### src/ftc_pkg.sv
// ftc_pkg: shared constants and carrier types for the fp trap capture block
// assumes a single core clock and a plain address/strobe register port
package ftc_pkg;

  // register byte offsets
  localparam logic [15:0] CTRL_OFS = 16'hA000;
  localparam logic [15:0] PC_OFS = 16'hA004;
  localparam logic [15:0] OPC_OFS = 16'hA008;
  localparam logic [15:0] FIRST_SOURCE_OPERAND_OFS = 16'hA010;
  localparam logic [15:0] IRQ_STAT_OFS = 16'hA020;
  localparam logic [15:0] IRQ_MASK_OFS = 16'hA024;

  // control register field positions
  localparam int STATUS_BIT = 0;
  localparam int CLEAR_BIT = 1;
  localparam int RM_LO = 8;
  localparam int ENA_LO = 18;
  localparam int FLAG_LO = 26;

  // opcode register field positions
  localparam int DEST_REG_INDEX_LO = 16;
  localparam int FMT_BIT = 8;

  // interrupt status bits
  localparam int IRQ_CAPTURE = 0;
  localparam int IRQ_TRAP = 1;
  localparam int IRQ_W = 2;

  // reset values
  localparam logic [4:0] ENA_RST = 5'h00;
  localparam logic [IRQ_W-1:0] IRQ_RST = 2'h0;
  localparam logic [31:0] DATA_RST = 32'h0000_0000;

  // exception flags: invalid, overflow, divzero, underflow, inexact
  typedef struct packed {
    logic invalid;
    logic overflow;
    logic divzero;
    logic underflow;
    logic inexact;
  } ftc_flags_t;

  // completed instruction report from the fp datapath
  typedef struct packed {
    logic valid;
    ftc_flags_t flags;
    logic [31:0] pc;
    logic [3:0] dest_reg_index;
    logic instr_format_bit;
    logic [7:0] secondary_opcode_field;
    logic [31:0] first_source_operand;
    logic [1:0] input_round_mode;
  } ftc_report_t;

  // captured contents
  typedef struct packed {
    logic capture_valid_status;
    ftc_flags_t flags;
    logic [31:0] pc;
    logic [3:0] dest_reg_index;
    logic instr_format_bit;
    logic [7:0] secondary_opcode_field;
    logic [31:0] first_source_operand;
    logic [1:0] captured_round_mode;
  } ftc_capture_t;

  // register port request
  typedef struct packed {
    logic wr;
    logic rd;
    logic [15:0] addr;
    logic [31:0] wdata;
  } ftc_bus_t;

endpackage

### src/ftc_top.sv
// ftc_top: floating-point trap capture registers with register port
// assumes datapath reports and register strobes are on ref_clk
// Functional notes
// - store input rounding mode in two-bit field on capture
// - flag-update instruction: capture the rounding mode before its update
// - writing one to clear bit drops valid status; zero ignored; reads zero
// - valid clear: next enabled exception captures details and sets status
// - valid set: further exceptions ignored, contents frozen
// - capture full 32-bit program counter, read-only
// - capture four-bit destination data register index
// - capture format bit, zero three-register, one two-register
// - capture eight-bit secondary opcode
// - three-register format: only low four opcode bits defined
// - capture 32-bit first source operand, read-only
// - trap only for exception types whose enable bit is set
// - no further coprocessor error traps while status stays set
// - signal trap only after instruction completes; result untouched
// - latch the five exception flags of captured instruction
`timescale 1ns/1ps
`default_nettype none
module ftc_top (
  input wire logic ref_clk,
  input wire logic rst_n,
  input wire ftc_pkg::ftc_report_t report,
  input wire logic [15:0] addr,
  input wire logic [31:0] wdata,
  input wire logic wr_en,
  input wire logic rd_en,
  output logic [31:0] rdata,
  output logic coprocessor_async_error,
  output logic irq
);

  typedef struct packed {
    ftc_pkg::ftc_flags_t enables;
    logic [31:0] rdata;
    logic trap;
  } ftc_top_state_t;

  ftc_top_state_t s_q;
  ftc_top_state_t s_d;
  ftc_pkg::ftc_bus_t bus;
  ftc_pkg::ftc_capture_t cap;
  logic cap_pulse;
  logic trap_clear;
  logic [ftc_pkg::IRQ_W-1:0] irq_status;
  logic [ftc_pkg::IRQ_W-1:0] irq_mask;
  logic [ftc_pkg::IRQ_W-1:0] irq_clr;
  logic irq_mask_we;
  logic [31:0] ctrl_word;
  logic [31:0] opc_word;

  assign bus = '{wr: wr_en, rd: rd_en, addr: addr, wdata: wdata};

  // write-one on the clear bit of the control word
  assign trap_clear = bus.wr && bus.addr == ftc_pkg::CTRL_OFS &&
    bus.wdata[ftc_pkg::CLEAR_BIT];

  ftc_capture u_cap (
    .ref_clk(ref_clk),
    .rst_n(rst_n),
    .report(report),
    .enables(s_q.enables),
    .clear(trap_clear),
    .cap(cap),
    .capture_pulse(cap_pulse)
  );

  // interrupt bits: capture event and trap raised share the same cause
  assign irq_clr = (bus.wr && bus.addr == ftc_pkg::IRQ_STAT_OFS) ?
    bus.wdata[ftc_pkg::IRQ_W-1:0] : '0;
  assign irq_mask_we = bus.wr && bus.addr == ftc_pkg::IRQ_MASK_OFS;

  ftc_irq u_irq (
    .ref_clk(ref_clk),
    .rst_n(rst_n),
    .events({cap_pulse, cap_pulse}),
    .clr_mask(irq_clr),
    .mask_we(irq_mask_we),
    .mask_wdata(bus.wdata[ftc_pkg::IRQ_W-1:0]),
    .status(irq_status),
    .mask(irq_mask),
    .irq(irq)
  );

  // control word image; clear bit and reserved bits read zero
  always_comb begin
    ctrl_word = '0;
    ctrl_word[ftc_pkg::STATUS_BIT] = cap.capture_valid_status;
    ctrl_word[ftc_pkg::RM_LO +: 2] = cap.captured_round_mode;
    ctrl_word[ftc_pkg::ENA_LO +: 5] = s_q.enables;
    ctrl_word[ftc_pkg::FLAG_LO +: 5] = cap.flags;
  end

  // opcode word image
  always_comb begin
    opc_word = '0;
    opc_word[7:0] = cap.secondary_opcode_field;
    opc_word[ftc_pkg::FMT_BIT] = cap.instr_format_bit;
    opc_word[ftc_pkg::DEST_REG_INDEX_LO +: 4] = cap.dest_reg_index;
  end

  // register port; unmapped reads return zero, unmapped writes are dropped
  always_comb begin
    s_d = s_q;
    s_d.rdata = ftc_pkg::DATA_RST;
    if (bus.wr && bus.addr == ftc_pkg::CTRL_OFS) begin
      s_d.enables = bus.wdata[ftc_pkg::ENA_LO +: 5];
    end
    // writes to pc, opcode and operand words are not decoded
    if (bus.rd) begin
      case (bus.addr)
        ftc_pkg::CTRL_OFS: s_d.rdata = ctrl_word;
        ftc_pkg::PC_OFS: s_d.rdata = cap.pc;
        ftc_pkg::OPC_OFS: s_d.rdata = opc_word;
        ftc_pkg::FIRST_SOURCE_OPERAND_OFS: s_d.rdata = cap.first_source_operand;
        ftc_pkg::IRQ_STAT_OFS: s_d.rdata = {30'h0, irq_status};
        ftc_pkg::IRQ_MASK_OFS: s_d.rdata = {30'h0, irq_mask};
        default: s_d.rdata = ftc_pkg::DATA_RST;
      endcase
    end
    // one trap per capture, raised from the completed report only
    s_d.trap = cap_pulse;
  end

  always_ff @(posedge ref_clk) begin
    if (!rst_n) begin
      s_q <= '{enables: ftc_pkg::ENA_RST, rdata: ftc_pkg::DATA_RST,
               trap: 1'b0};
    end else begin
      s_q <= s_d;
    end
  end

  assign rdata = s_q.rdata;
  assign coprocessor_async_error = s_q.trap;

endmodule
`default_nettype wire

### src/ftc_capture.sv
// ftc_capture: holds the trapped instruction details and the valid flag
// assumes the report arrives after the instruction has completed
`timescale 1ns/1ps
`default_nettype none
module ftc_capture (
  input wire logic ref_clk,
  input wire logic rst_n,
  input wire ftc_pkg::ftc_report_t report,
  input wire ftc_pkg::ftc_flags_t enables,
  input wire logic clear,
  output ftc_pkg::ftc_capture_t cap,
  output logic capture_pulse
);

  typedef struct packed {
    ftc_pkg::ftc_capture_t cap;
    logic pulse;
  } ftc_cap_state_t;

  ftc_cap_state_t s_q;
  ftc_cap_state_t s_d;
  logic hit;

  // only enabled exceptions count
  assign hit = report.valid && |(report.flags & enables);

  // capture when empty, freeze when full, clear on software request
  always_comb begin
    s_d = s_q;
    s_d.pulse = 1'b0;
    if (!s_q.cap.capture_valid_status && hit) begin
      s_d.cap.capture_valid_status = 1'b1;
      s_d.cap.flags = report.flags;
      s_d.cap.pc = report.pc;
      s_d.cap.dest_reg_index = report.dest_reg_index;
      s_d.cap.instr_format_bit = report.instr_format_bit;
      // upper opcode bits are left as delivered for the three-reg format
      s_d.cap.secondary_opcode_field = report.secondary_opcode_field;
      s_d.cap.first_source_operand = report.first_source_operand;
      // input mode, not the mode a flag update may write back
      s_d.cap.captured_round_mode = report.input_round_mode;
      s_d.pulse = 1'b1;
    end else if (clear) begin
      s_d.cap.capture_valid_status = 1'b0;
    end
  end

  // reset clears the status and every data field
  always_ff @(posedge ref_clk) begin
    if (!rst_n) begin
      s_q <= '0;
    end else begin
      s_q <= s_d;
    end
  end

  assign cap = s_q.cap;
  assign capture_pulse = s_q.pulse;

endmodule
`default_nettype wire

### src/ftc_irq.sv
// ftc_irq: sticky event bits, mask and one level interrupt
// assumes events are single-cycle pulses on ref_clk
`timescale 1ns/1ps
`default_nettype none
module ftc_irq (
  input wire logic ref_clk,
  input wire logic rst_n,
  input wire logic [ftc_pkg::IRQ_W-1:0] events,
  input wire logic [ftc_pkg::IRQ_W-1:0] clr_mask,
  input wire logic mask_we,
  input wire logic [ftc_pkg::IRQ_W-1:0] mask_wdata,
  output logic [ftc_pkg::IRQ_W-1:0] status,
  output logic [ftc_pkg::IRQ_W-1:0] mask,
  output logic irq
);

  typedef struct packed {
    logic [ftc_pkg::IRQ_W-1:0] status;
    logic [ftc_pkg::IRQ_W-1:0] mask;
    logic irq;
  } ftc_irq_state_t;

  ftc_irq_state_t s_q;
  ftc_irq_state_t s_d;

  // set wins over a clear in the same cycle
  always_comb begin
    s_d = s_q;
    s_d.status = (s_q.status & ~clr_mask) | events;
    if (mask_we) begin
      s_d.mask = mask_wdata;
    end
    s_d.irq = |(s_d.status & s_d.mask);
  end

  always_ff @(posedge ref_clk) begin
    if (!rst_n) begin
      s_q <= {ftc_pkg::IRQ_RST, ftc_pkg::IRQ_RST, 1'b0};
    end else begin
      s_q <= s_d;
    end
  end

  assign status = s_q.status;
  assign mask = s_q.mask;
  assign irq = s_q.irq;

endmodule
`default_nettype wire

### config.mk
export PLATFORM = sky130hd
export DESIGN_NAME = ftc_top
export DESIGN_NICKNAME = d
export VERILOG_FILES = /design/src/ftc_pkg.sv /design/src/ftc_top.sv /design/src/ftc_capture.sv /design/src/ftc_irq.sv
export SDC_FILE = /design/constraint.sdc
export NUM_CORES = 1
export LEC_CHECK = 0
export BUFFER_PORTS_ARGS = -buffer_cell sky130_fd_sc_hd__clkbuf_2
export CORE_MARGIN = 1.5
export CORE_UTILIZATION = 48
export CTS_CLUSTER_SIZE = 12
export DETAILED_ROUTE_END_ITERATION = 8
export PLACE_DENSITY = 0.86
export SETUP_SLACK_MARGIN = 0.2
export SLEW_MARGIN = 10
export SYNTH_ARGS = -nofsm -noshare
export SYNTH_HDL_FRONTEND = slang
export SYNTH_SLANG_ARGS = --single-unit
### constraint.sdc
create_clock -name ref_clk -period 2.3 [get_ports ref_clk]
set_input_delay 0.115 -clock ref_clk [delete_from_list [all_inputs] [get_ports ref_clk]]
set_output_delay 0.115 -clock ref_clk [all_outputs]
set_load 0.005 [all_outputs]
==> run metrics, run 1 <==
status finished, final reports clean; fill count around 670; Critical Path RT 2.73 ns; clock sinks 129; FF+latch count, synth roughly 130; CP cell instances a222oi_1, nand2_1, and3b_2, buf_4, nand2_1, a21boi_1; diodes inserted 0; worst skew pair latency 0.50 ns; Mapped Area 4931 sq um; P_int between 4000 and 5000 uW; CP Launch Type flip-flop; TritonRoute pass-1 iters 5; # resized after CTS 0; vias in the first global route 5275; full die area 10890 sq um; DR WL/cell 16.33 um; drt drc 0; Leak Pwr 0.002860 uW; Max stage delay on crit path 0.61 ns; switching power 1097 uW; Async SR Flop Fraction 0; maximum VDD drop 0.4548 mV; TritonCTS Buffers 17; Post-Route WL 15320 um; Top FF cell, synth dfxtp_1; Critical Path Start ctrl_word[18]; yosys warns 0; share of post-route cells with drive strength above 1 0.2472; initial DRC count about 340; placer congestion estimate 0.8752; Slew Limit Fails 0; dpl cell area ~6000 sq um; H-tree levels 4; gr ovfl total 0; Max Cap Violations 0; Clock Skew 0.006189 ns; Initial Util 0.4999; synthesized area per cell just under 9 sq um; Worst EP arrival approximately 2.3 ns; Final Setup Violations 0; Overall Global Routing Usage 0.2873; Top cell by count, worst path nand2_1; Fmax between 500 and 600 MHz; most frequent cell after synthesis nand2_1; combined area of the multi-input logic cells 2181 sq um; Core Rows 36; Final min period 1.882 ns; post-DR vias/cell 5.368; Clk pwr share 0.515; Synth cell types 37; unrepaired setup endpoints after global routing false; I/O pin cnt 171; EDFF count, synth 0; sw frac 0.2091; Worst Path Class, Setup flip-flop to flip-flop; Area growth syn-to-layout 49.28%; via count between 5000 and 6000; Final ANT Viol Nets 0; PortBufs 145; nature of the critical path endpoint flip-flop; global-route wire length before repair approximately 25000 um; CTS max path bufs 2; min-delay src rst_n; final core occ 0.7462; fin area ~7400 sq um; setup_tns 0 ns; final hold vios 0; hold crit path type input port to flip-flop; DIE HEIGHT 104.4 um; Worst-Margin Slew between 0.6 and 0.7 ns; initial antenna violation count 0; Post-Synthesis Cells ~560; post-synth top area share 0.5237; r2r startpoint ctrl_word[18]; largest net degree at the start of global routing 85; TritonCTS clock tree done; HPWL after DPL 8590 um; sequential area share after synthesis 0.5237; core area between 9000 and 10000 sq um; Synth top cells by count 178 x nand2_1, 129 x dfxtp_1, 84 x a21boi_1; Syn Nets between 700 and 800; slowest cell on the critical path and3b_2; clk slew on worst S/H paths ~0.060 ns; Root Driver clkbuf_8; Worst Path Max Fanout 33; Seq pwr share 0.426; Register Area around 2600 sq um; nets@finish 929; Post-CTS Setup Inserts 0; largest cells by area after synthesis dfxtp_1 52%, nand2_1 14%, a21boi_1 13%; Synth area leader dfxtp_1; Comb power frac 0.059; Max-slew headroom 0.5792; Power Dens Cells just over 700 nW/um^2; Die Wd 104.4 um; Final period util 0.8184
[registers in the layout (all words and copies together), names as in the netlist]
signal / flops
ctrl_word: 5
coprocessor_async_error: 1
rdata: 32
u_irq.irq: 1
u_irq.status: 2
u_cap.capture_pulse: 1
u_irq.mask: 2
u_cap.cap: 85
[area by class of cell]
cell class                      instances  share of cell area
Clock buffer                           20             0.06051
Clock inverter                         12             0.02142
Inverter                                3            0.001530
Multi-Input combinational cell        390              0.2963
Sequential cell                       129              0.3508
Tap cell                              133             0.02261
Timing Repair Buffer                  251              0.2468
[layer usage]
layer / wire (um) / track usage / vias up
met1: 5939 / 0.3131 / 2362
li1: - / - / 2392
met5: 0 / 0 / -
met4: 421 / 0.1200 / 0
met3: 959 / 0.06704 / 48
met2: 7995 / 0.5291 / 233
[placed cells by master, fill, tap and decap left out, types with 2 or more instances in the layout]
| master | synthesis | final |
|---|---|---|
| mux2_2 | 2 | 2 |
| clkbuf_8 | 0 | 3 |
| clkbuf_2 | 0 | 145 |
| and3_1 | 2 | 2 |
| clkinvlp_4 | 0 | 3 |
| and2_1 | 3 | 3 |
| nor2b_1 | 2 | 2 |
| a22oi_1 | 18 | 18 |
| nor4_1 | 2 | 2 |
| bufinv_16 | 0 | 3 |
| o21ai_0 | 3 | 3 |
| nand3_1 | 7 | 7 |
| nor2_1 | 32 | 32 |
| mux2i_1 | 3 | 3 |
| a21boi_1 | 84 | 84 |
| dfxtp_1 | 129 | 129 |
| nor3_1 | 4 | 4 |
| a21oi_1 | 6 | 6 |
| buf_12 | 0 | 5 |
| clkbuf_16 | 0 | 16 |
| dlygate4sd3_1 | 0 | 93 |
| nand3b_1 | 2 | 2 |
| buf_4 | 0 | 8 |
| clkinv_2 | 0 | 2 |
| inv_1 | 3 | 3 |
| nand2_1 | 178 | 178 |
| a222oi_1 | 19 | 19 |
| o21ai_1 | 6 | 6 |
| clkinv_4 | 0 | 3 |
[through the flow]
step / hold slack (ns) / cells / setup slack (ns) / total power [uW]
finish: 0.05496 / 938 / 0.4178 / 5245
detailed placement: 0.3439 / 813 / 0.2561 / 2455
global placement: 0.3389 / 813 / 0.2848 / 2454
CTS: 0.02578 / 938 / 0.4209 / 5259
floorplan: 0.2476 / 564 / 0.4762 / 2340
global route: 0.04227 / 938 / 0.2318 / 5409
[logic make-up after synthesis]
| logic type | synth area share |
|---|---|
| and+or+nand+nor | 0.2126 |
| AOI/OAI and AO/OA | 0.2162 |
| DFF | 0.5237 |
| buffers and inverters | 0.03679 |
| muxes | 0.01066 |
[critical path, delay by kind of cell (launching register included)]
family	cells	cell delay [ns]
AO/OA/AOI/OAI	2	0.25
buffers and inverters	1	0.34
flip-flops	1	0.40
AND/OR/NAND/NOR	3	0.80
[final timing paths]
path | to | slack [ns] | cells after the start
max reg2reg | u_cap.cap[61] | 0.42 | 6
max | u_cap.cap[61] | 0.42 | 6
min | u_cap.cap[34] | 0.05 | 2
min reg2reg | u_cap.cap[67] | 0.45 | 2
[timing repair]
| item | CTS | global route |
|---|---|---|
| endpoints found under the setup margin | 0 | 0 |
| endpoints found under the hold margin | 96 | 0 |
| hold buffers | 93 | 0 |
[power by group through the flow]
| stage | clock network, uW | registers, uW | logic [uW] |
|---|---|---|---|
| after global routing | 2850 | 2230 | 329 |
| after CTS | 2730 | 2230 | 296 |
| final | 2700 | 2230 | 311 |
| after global placement | 0 | 2280 | 170 |
| after floorplan | 0 | 2280 | 55.9 |
| after detailed placement | 0 | 2280 | 172 |
Power figures use the tool's default switching activity.
==> run 2, diff against run 1 <==
==> constraint.sdc (replaced) <==
create_clock -name ref_clk -period 1.75 [get_ports ref_clk]
set_input_delay 0.0875 -clock ref_clk [delete_from_list [all_inputs] [get_ports ref_clk]]
set_output_delay 0.0875 -clock ref_clk [all_outputs]
set_load 0.005 [all_outputs]
==> run 2 against run 1 <==
Compared with the run above: maximum frequency grew 11%; largest cell class unchanged; critical path type unchanged; worst hold slack improved by 0.033 ns; sequential power increased by 32%; register-to-register slack got worse by 0.36 ns; clock skew is essentially flat; global-route usage increased by 0.42 points; critical endpoint is now u_cap.cap[73].
==> run metrics, run 2 (synthesis gave the netlist of run 1 again) <==
status finished, final reports clean; post-DR vias/cell 5.545; Final min period between 1.5 and 2 ns; Leak Pwr 0.003118 uW; TritonCTS clock tree done; highest-count cells in the layout ignoring fill and taps 152 x nand2_1, 145 x clkbuf_2, 128 x dfxtp_1; TritonCTS Buffers 17; top cell family by delay on the critical path compound AO/OA/AOI/OAI gates; Core Rows 36; Final period util 0.9675; hold crit path type input port to flip-flop; Area growth syn-to-layout 61.38%; share of post-route cells with drive strength above 1 0.3209; nature of the critical path endpoint flip-flop; TritonRoute pass-1 iters 8; placer congestion estimate 0.8725; Max Cap Violations 0; Die Wd 104.4 um; Final ANT Viol Nets 0; Worst Path Max Fanout 6; Worst Path Buf+Inv 3; final core occ 0.8067; WHS 0.08803 ns; Critical Path RT 2.17 ns; unrepaired setup endpoints after global routing true; largest net degree at the start of global routing 102; Cell Count, Final, Fillers Out 966; Largest register FFs 85; via count 5356; fill count 533; Clock Skew about 0.0066 ns; Post-Route WL around 18000 um; full die area 10890 sq um; clk slew on worst S/H paths approximately 0.060 ns; worst skew pair latency approximately 0.5 ns; initial antenna violation count 0; Root Driver clkbuf_8; I/O pin cnt ~170; Fmax 590.7 MHz; DIE HEIGHT 104.4 um; CTS max path bufs 2; Max stage delay on crit path around 0.36 ns; combined area of the multi-input logic cells 2327 sq um; H-tree levels 4; Final Setup Violations 0; nets@finish 956; CP Launch Type flip-flop; Max-slew headroom 0.7186; PortBufs around 150; Slew Limit Fails 0; global-route wire length before repair 25160 um; initial DRC count 420; commonest non-fill, non-tap cell in the layout nand2_1; vias in the first global route 5216; final hold vios 0; Worst Path Class, Setup flip-flop to flip-flop; DR WL/cell 18.13 um; clock sinks 129; Overall Global Routing Usage 0.2914; Worst-Margin Slew 0.4221 ns; drt drc 0; gr ovfl total 0; maximum VDD drop 0.6984 mV; Inst Count DP 822; Initial Util 0.4999; Register Area 2586 sq um; CP cell instances a222oi_1, nand2_1, nand3b_1, buf_6, buf_12, buf_12, nand2_1, a21boi_1; slowest cell on the critical path dfxtp_1; core area 9864 sq um; power consumption 6832 uW; HPWL after DPL roughly 8600 um; Power Dens Cells 858.5 nW/um^2; Worst EP arrival 2.11 ns
[run 2: final timing paths]
| kind | end | from | cells past startpoint | slack (ns) |
|---|---|---|---|---|
| min | u_cap.cap[84] | rst_n | 4 | 0.09 |
| max | u_cap.cap[73] | ctrl_word[21] | 8 | 0.06 |
| max reg2reg | u_cap.cap[73] | ctrl_word[21] | 8 | 0.06 |
| min reg2reg | u_cap.cap[53] | u_cap.cap[53] | 2 | 0.45 |
[run 2: per-layer routing]
layer,vias to the layer above,track usage,part of all wire
li1,2457,-,-
met1,2550,0.3242,0.38
met2,301,0.5371,0.53
met3,48,0.06140,0.073
met4,0,0.1151,0.024
met5,-,0,0
[run 2: final cells by class]
type                       instances  area share
inverter                           3    0.001415
antenna                            1   0.0003145
sequential                       129      0.3250
timing repair buffer             278      0.2873
multi-input combinational        390      0.2925
tap                              133     0.02091
clock buffer                      22     0.05566
clock inverter                    10     0.01698
[run 2: repair_timing]
action,CTS,global route
pin swaps,3,66
cloned,2,11
gates resized for setup,4,52
hold buffers,94,0
endpoints found under the hold margin,96,0
buffers inserted,2,2
setup endpoints to repair,81,87
[run 2: metrics by stage]
| stage | cell area (sq um) | TNS, ns | setup slack [ns] |
|---|---|---|---|
| after floorplan | 4996 | 0 | 0.02050 |
| after global placement | 5943 | -4.832 | -0.1472 |
| after detailed placement | 5943 | -6.818 | -0.2357 |
| after CTS | 7537 | 0 | 0.1472 |
| after global routing | 7955 | 0 | 0.02117 |
| final | 7958 | 0 | 0.05696 |
[run 2: tightest hold or removal path: cells and delay by family]
family	cells	cell delay, ns
buf+inv	2	0.29
compound gates	2	0.16
[run 2: where the power goes]
| part | total, uW | switching [uW] | internal, uW | leakage, uW |
|---|---|---|---|---|
| Sequential | 2940 | 0.00943 | 2940 | 0.00104 |
| Clock | 3470 | 1260 | 2200 | 0.000283 |
| Combinational | 430 | 150 | 280 | 0.00180 |
==> run 3, diff against run 2 <==
--- a/config.mk
+++ b/config.mk
@@ -7,10 +7,10 @@
 export LEC_CHECK = 0
 export BUFFER_PORTS_ARGS = -buffer_cell sky130_fd_sc_hd__clkbuf_2
 export CORE_MARGIN = 1.5
-export CORE_UTILIZATION = 48
+export CORE_UTILIZATION = 50
 export CTS_CLUSTER_SIZE = 12
 export DETAILED_ROUTE_END_ITERATION = 8
-export PLACE_DENSITY = 0.86
+export PLACE_DENSITY = 0.89
 export SETUP_SLACK_MARGIN = 0.2
 export SLEW_MARGIN = 10
 export SYNTH_ARGS = -nofsm -noshare
==> run 3 against run 2 <==
Compared with the run above: the run now ends with negative setup slack left; combinational power hardly changed; core utilization is 2.4 points higher; clock skew hardly changed; non-clock buffer count stayed put; setup slack worse by 0.11 ns; critical path depth is 1 lower; critical path type unchanged; clock power is 11% higher; cell count stayed put; sequential share of layout area is 0.37 points lower; count of clock-buffer cells in the layout is 3 lower; register-to-register slack worse by 0.11 ns.
==> run metrics, run 3 (synthesis gave the netlist of run 1 again) <==
status finished, violations left; failing checks negative setup slack; placer congestion estimate 0.8840; Final period util 1.031; gr ovfl total 0; Fmax 554.1 MHz; Root Driver clkbuf_8; largest net degree at the start of global routing 59; PortBufs 145; Final min period 1.805 ns; commonest non-fill, non-tap cell in the layout nand2_1; clock sinks 129; Top cell by count, worst path nand2_1; hold crit path type input port to flip-flop; H-tree levels 4; Register Area around 2600 sq um; Post-Route WL 19490 um; top cell family by delay on the critical path compound AO/OA/AOI/OAI gates; Area growth syn-to-layout 63.08%; nature of the critical path endpoint flip-flop; Initial Util 0.5092; Worst-Margin Slew 0.3984 ns; Largest register FFs 85; final hold vios 0; full die area 10470 sq um; Power Dens Cells 897.7 nW/um^2; initial DRC count about 480; Core Rows 36; CP cell instances a222oi_1, nand2_1, nand3b_1, buf_6, clkbuf_16, nand2_1, a21boi_1; setup_tns -0.09195 ns; Cell Count, Final, Fillers Out 966; Leak Pwr 0.003146 uW; Worst Path Class, Setup flip-flop to flip-flop; DIE HEIGHT 102.3 um; TritonRoute pass-1 iters 7; Max stage delay on crit path around 0.40 ns; fin area 8041 sq um; Clock Skew 0.006116 ns; unrepaired setup endpoints after global routing true; I/O pin cnt around 170; Worst Path Buf+Inv 2; Worst EP arrival 2.25 ns; via count 5493; clk slew on worst S/H paths 0.06 ns; Die Wd 102.3 um; share of post-route cells with drive strength above 1 0.3413; Worst Path Max Fanout 10; CP Launch Type flip-flop; Max-slew headroom 0.7344; Final Setup Violations 2; post-DR vias/cell 5.686; Setup WS post-layout -0.05485 ns; TritonCTS Buffers 17; nets@finish 956; CTS max path bufs 2; dpl cell area 5933 sq um; initial antenna violation count 1; core area 9684 sq um; Max Cap Violations 0; fill count slightly above 500; Final ANT Viol Nets 0; combined area of the multi-input logic cells 2390 sq um; highest-count cells in the layout ignoring fill and taps 148 x nand2_1, 145 x clkbuf_2, 128 x dfxtp_1; drt drc 0; Inst Count DP between 800 and 900; Critical Path RT 2.19 ns; pre-CTS setup slack -0.2296 ns; DR WL/cell approximately 20 um; worst skew pair latency between 0.5 and 0.6 ns; HPWL after DPL 8937 um; Slew Limit Fails 0; global-route wire length before repair about 26000 um; maximum VDD drop 0.7745 mV; TritonCTS clock tree done; Overall Global Routing Usage 0.3352; vias in the first global route 5637; slowest cell on the critical path a222oi_1
==> run 3: cell count changes in the layout (fill, tap and decap cells not counted), sizes merged <==
| cell | delta |
|---|---|
| bufinv | +1 |
| clkinvlp | +1 |
| clkinv | -5 |
| dlygate4sd3 | -1 |
| buf | +2 |
| inv | +6 |
| clkbuf | -4 |
==> run 3: stage by stage <==
stage / power, uW / hold slack [ns] / util
6_report: 7219 / 0.04794 / 0.8304
5_1_grt: 7350 / 0.07159 / 0.8304
4_1_cts: 7165 / 0.01619 / 0.7851
3_5_place_dp: 3240 / 0.3150 / 0.6127
3_3_place_gp: 3235 / 0.3106 / 0.6127
2_1_floorplan: 3076 / 0.2201 / -
==> run 3: report_power, final <==
group          total, uW  leakage, uW  internal, uW  switching (uW)
clock network       3860     0.000307          2420            1430
registers           2940      0.00104          2940          0.0104
logic                427      0.00180           277             151
total               7220      0.00315          5630            1580
==> run 3: layer usage <==
layer / vias up / share of wire / global-route usage / wire [um]
li1: 2457 / - / - / -
met1: 2583 / 0.35 / 0.3442 / 6789
met3: 88 / 0.091 / 0.1053 / 1766
met4: 0 / 0.049 / 0.1949 / 963
met2: 365 / 0.51 / 0.5991 / 9971
met5: - / 0 / 0 / 0
==> run 3: worst paths after layout <==
| kind | start | to | slack (ns) | cells past startpoint |
|---|---|---|---|---|
| worst max register to register | ctrl_word[18] | u_cap.cap[28] | -0.05 | 7 |
| worst min-delay path | rst_n | u_cap.cap[84] | 0.05 | 3 |
| worst max-delay path | ctrl_word[18] | u_cap.cap[28] | -0.05 | 7 |
| worst min register to register | u_cap.cap[55] | u_cap.cap[55] | 0.46 | 2 |
==> run 3: tightest hold or removal path, cell delays in order <==
cell and delay, ns:
clkbuf_2 0.24, o21ai_1 0.14, a21oi_1 0.05
==> run 3: layout make-up <==
type | instances | share of cell area
timing repair buffer | 278 | 0.2798
clock buffer | 19 | 0.05492
antenna | 1 | 0.0003112
multi-input combinational | 390 | 0.2972
clock inverter | 13 | 0.02443
inverter | 3 | 0.001400
sequential | 129 | 0.3213
tap | 133 | 0.02069
==> run 3: timing repair <==
item,CTS,global route
buffers inserted,2,1
endpoints found under the setup margin,86,87
gates resized for setup,4,66
cloned,3,10
pin swaps,2,50
hold endpoints to repair,96,0
hold buffers,93,0
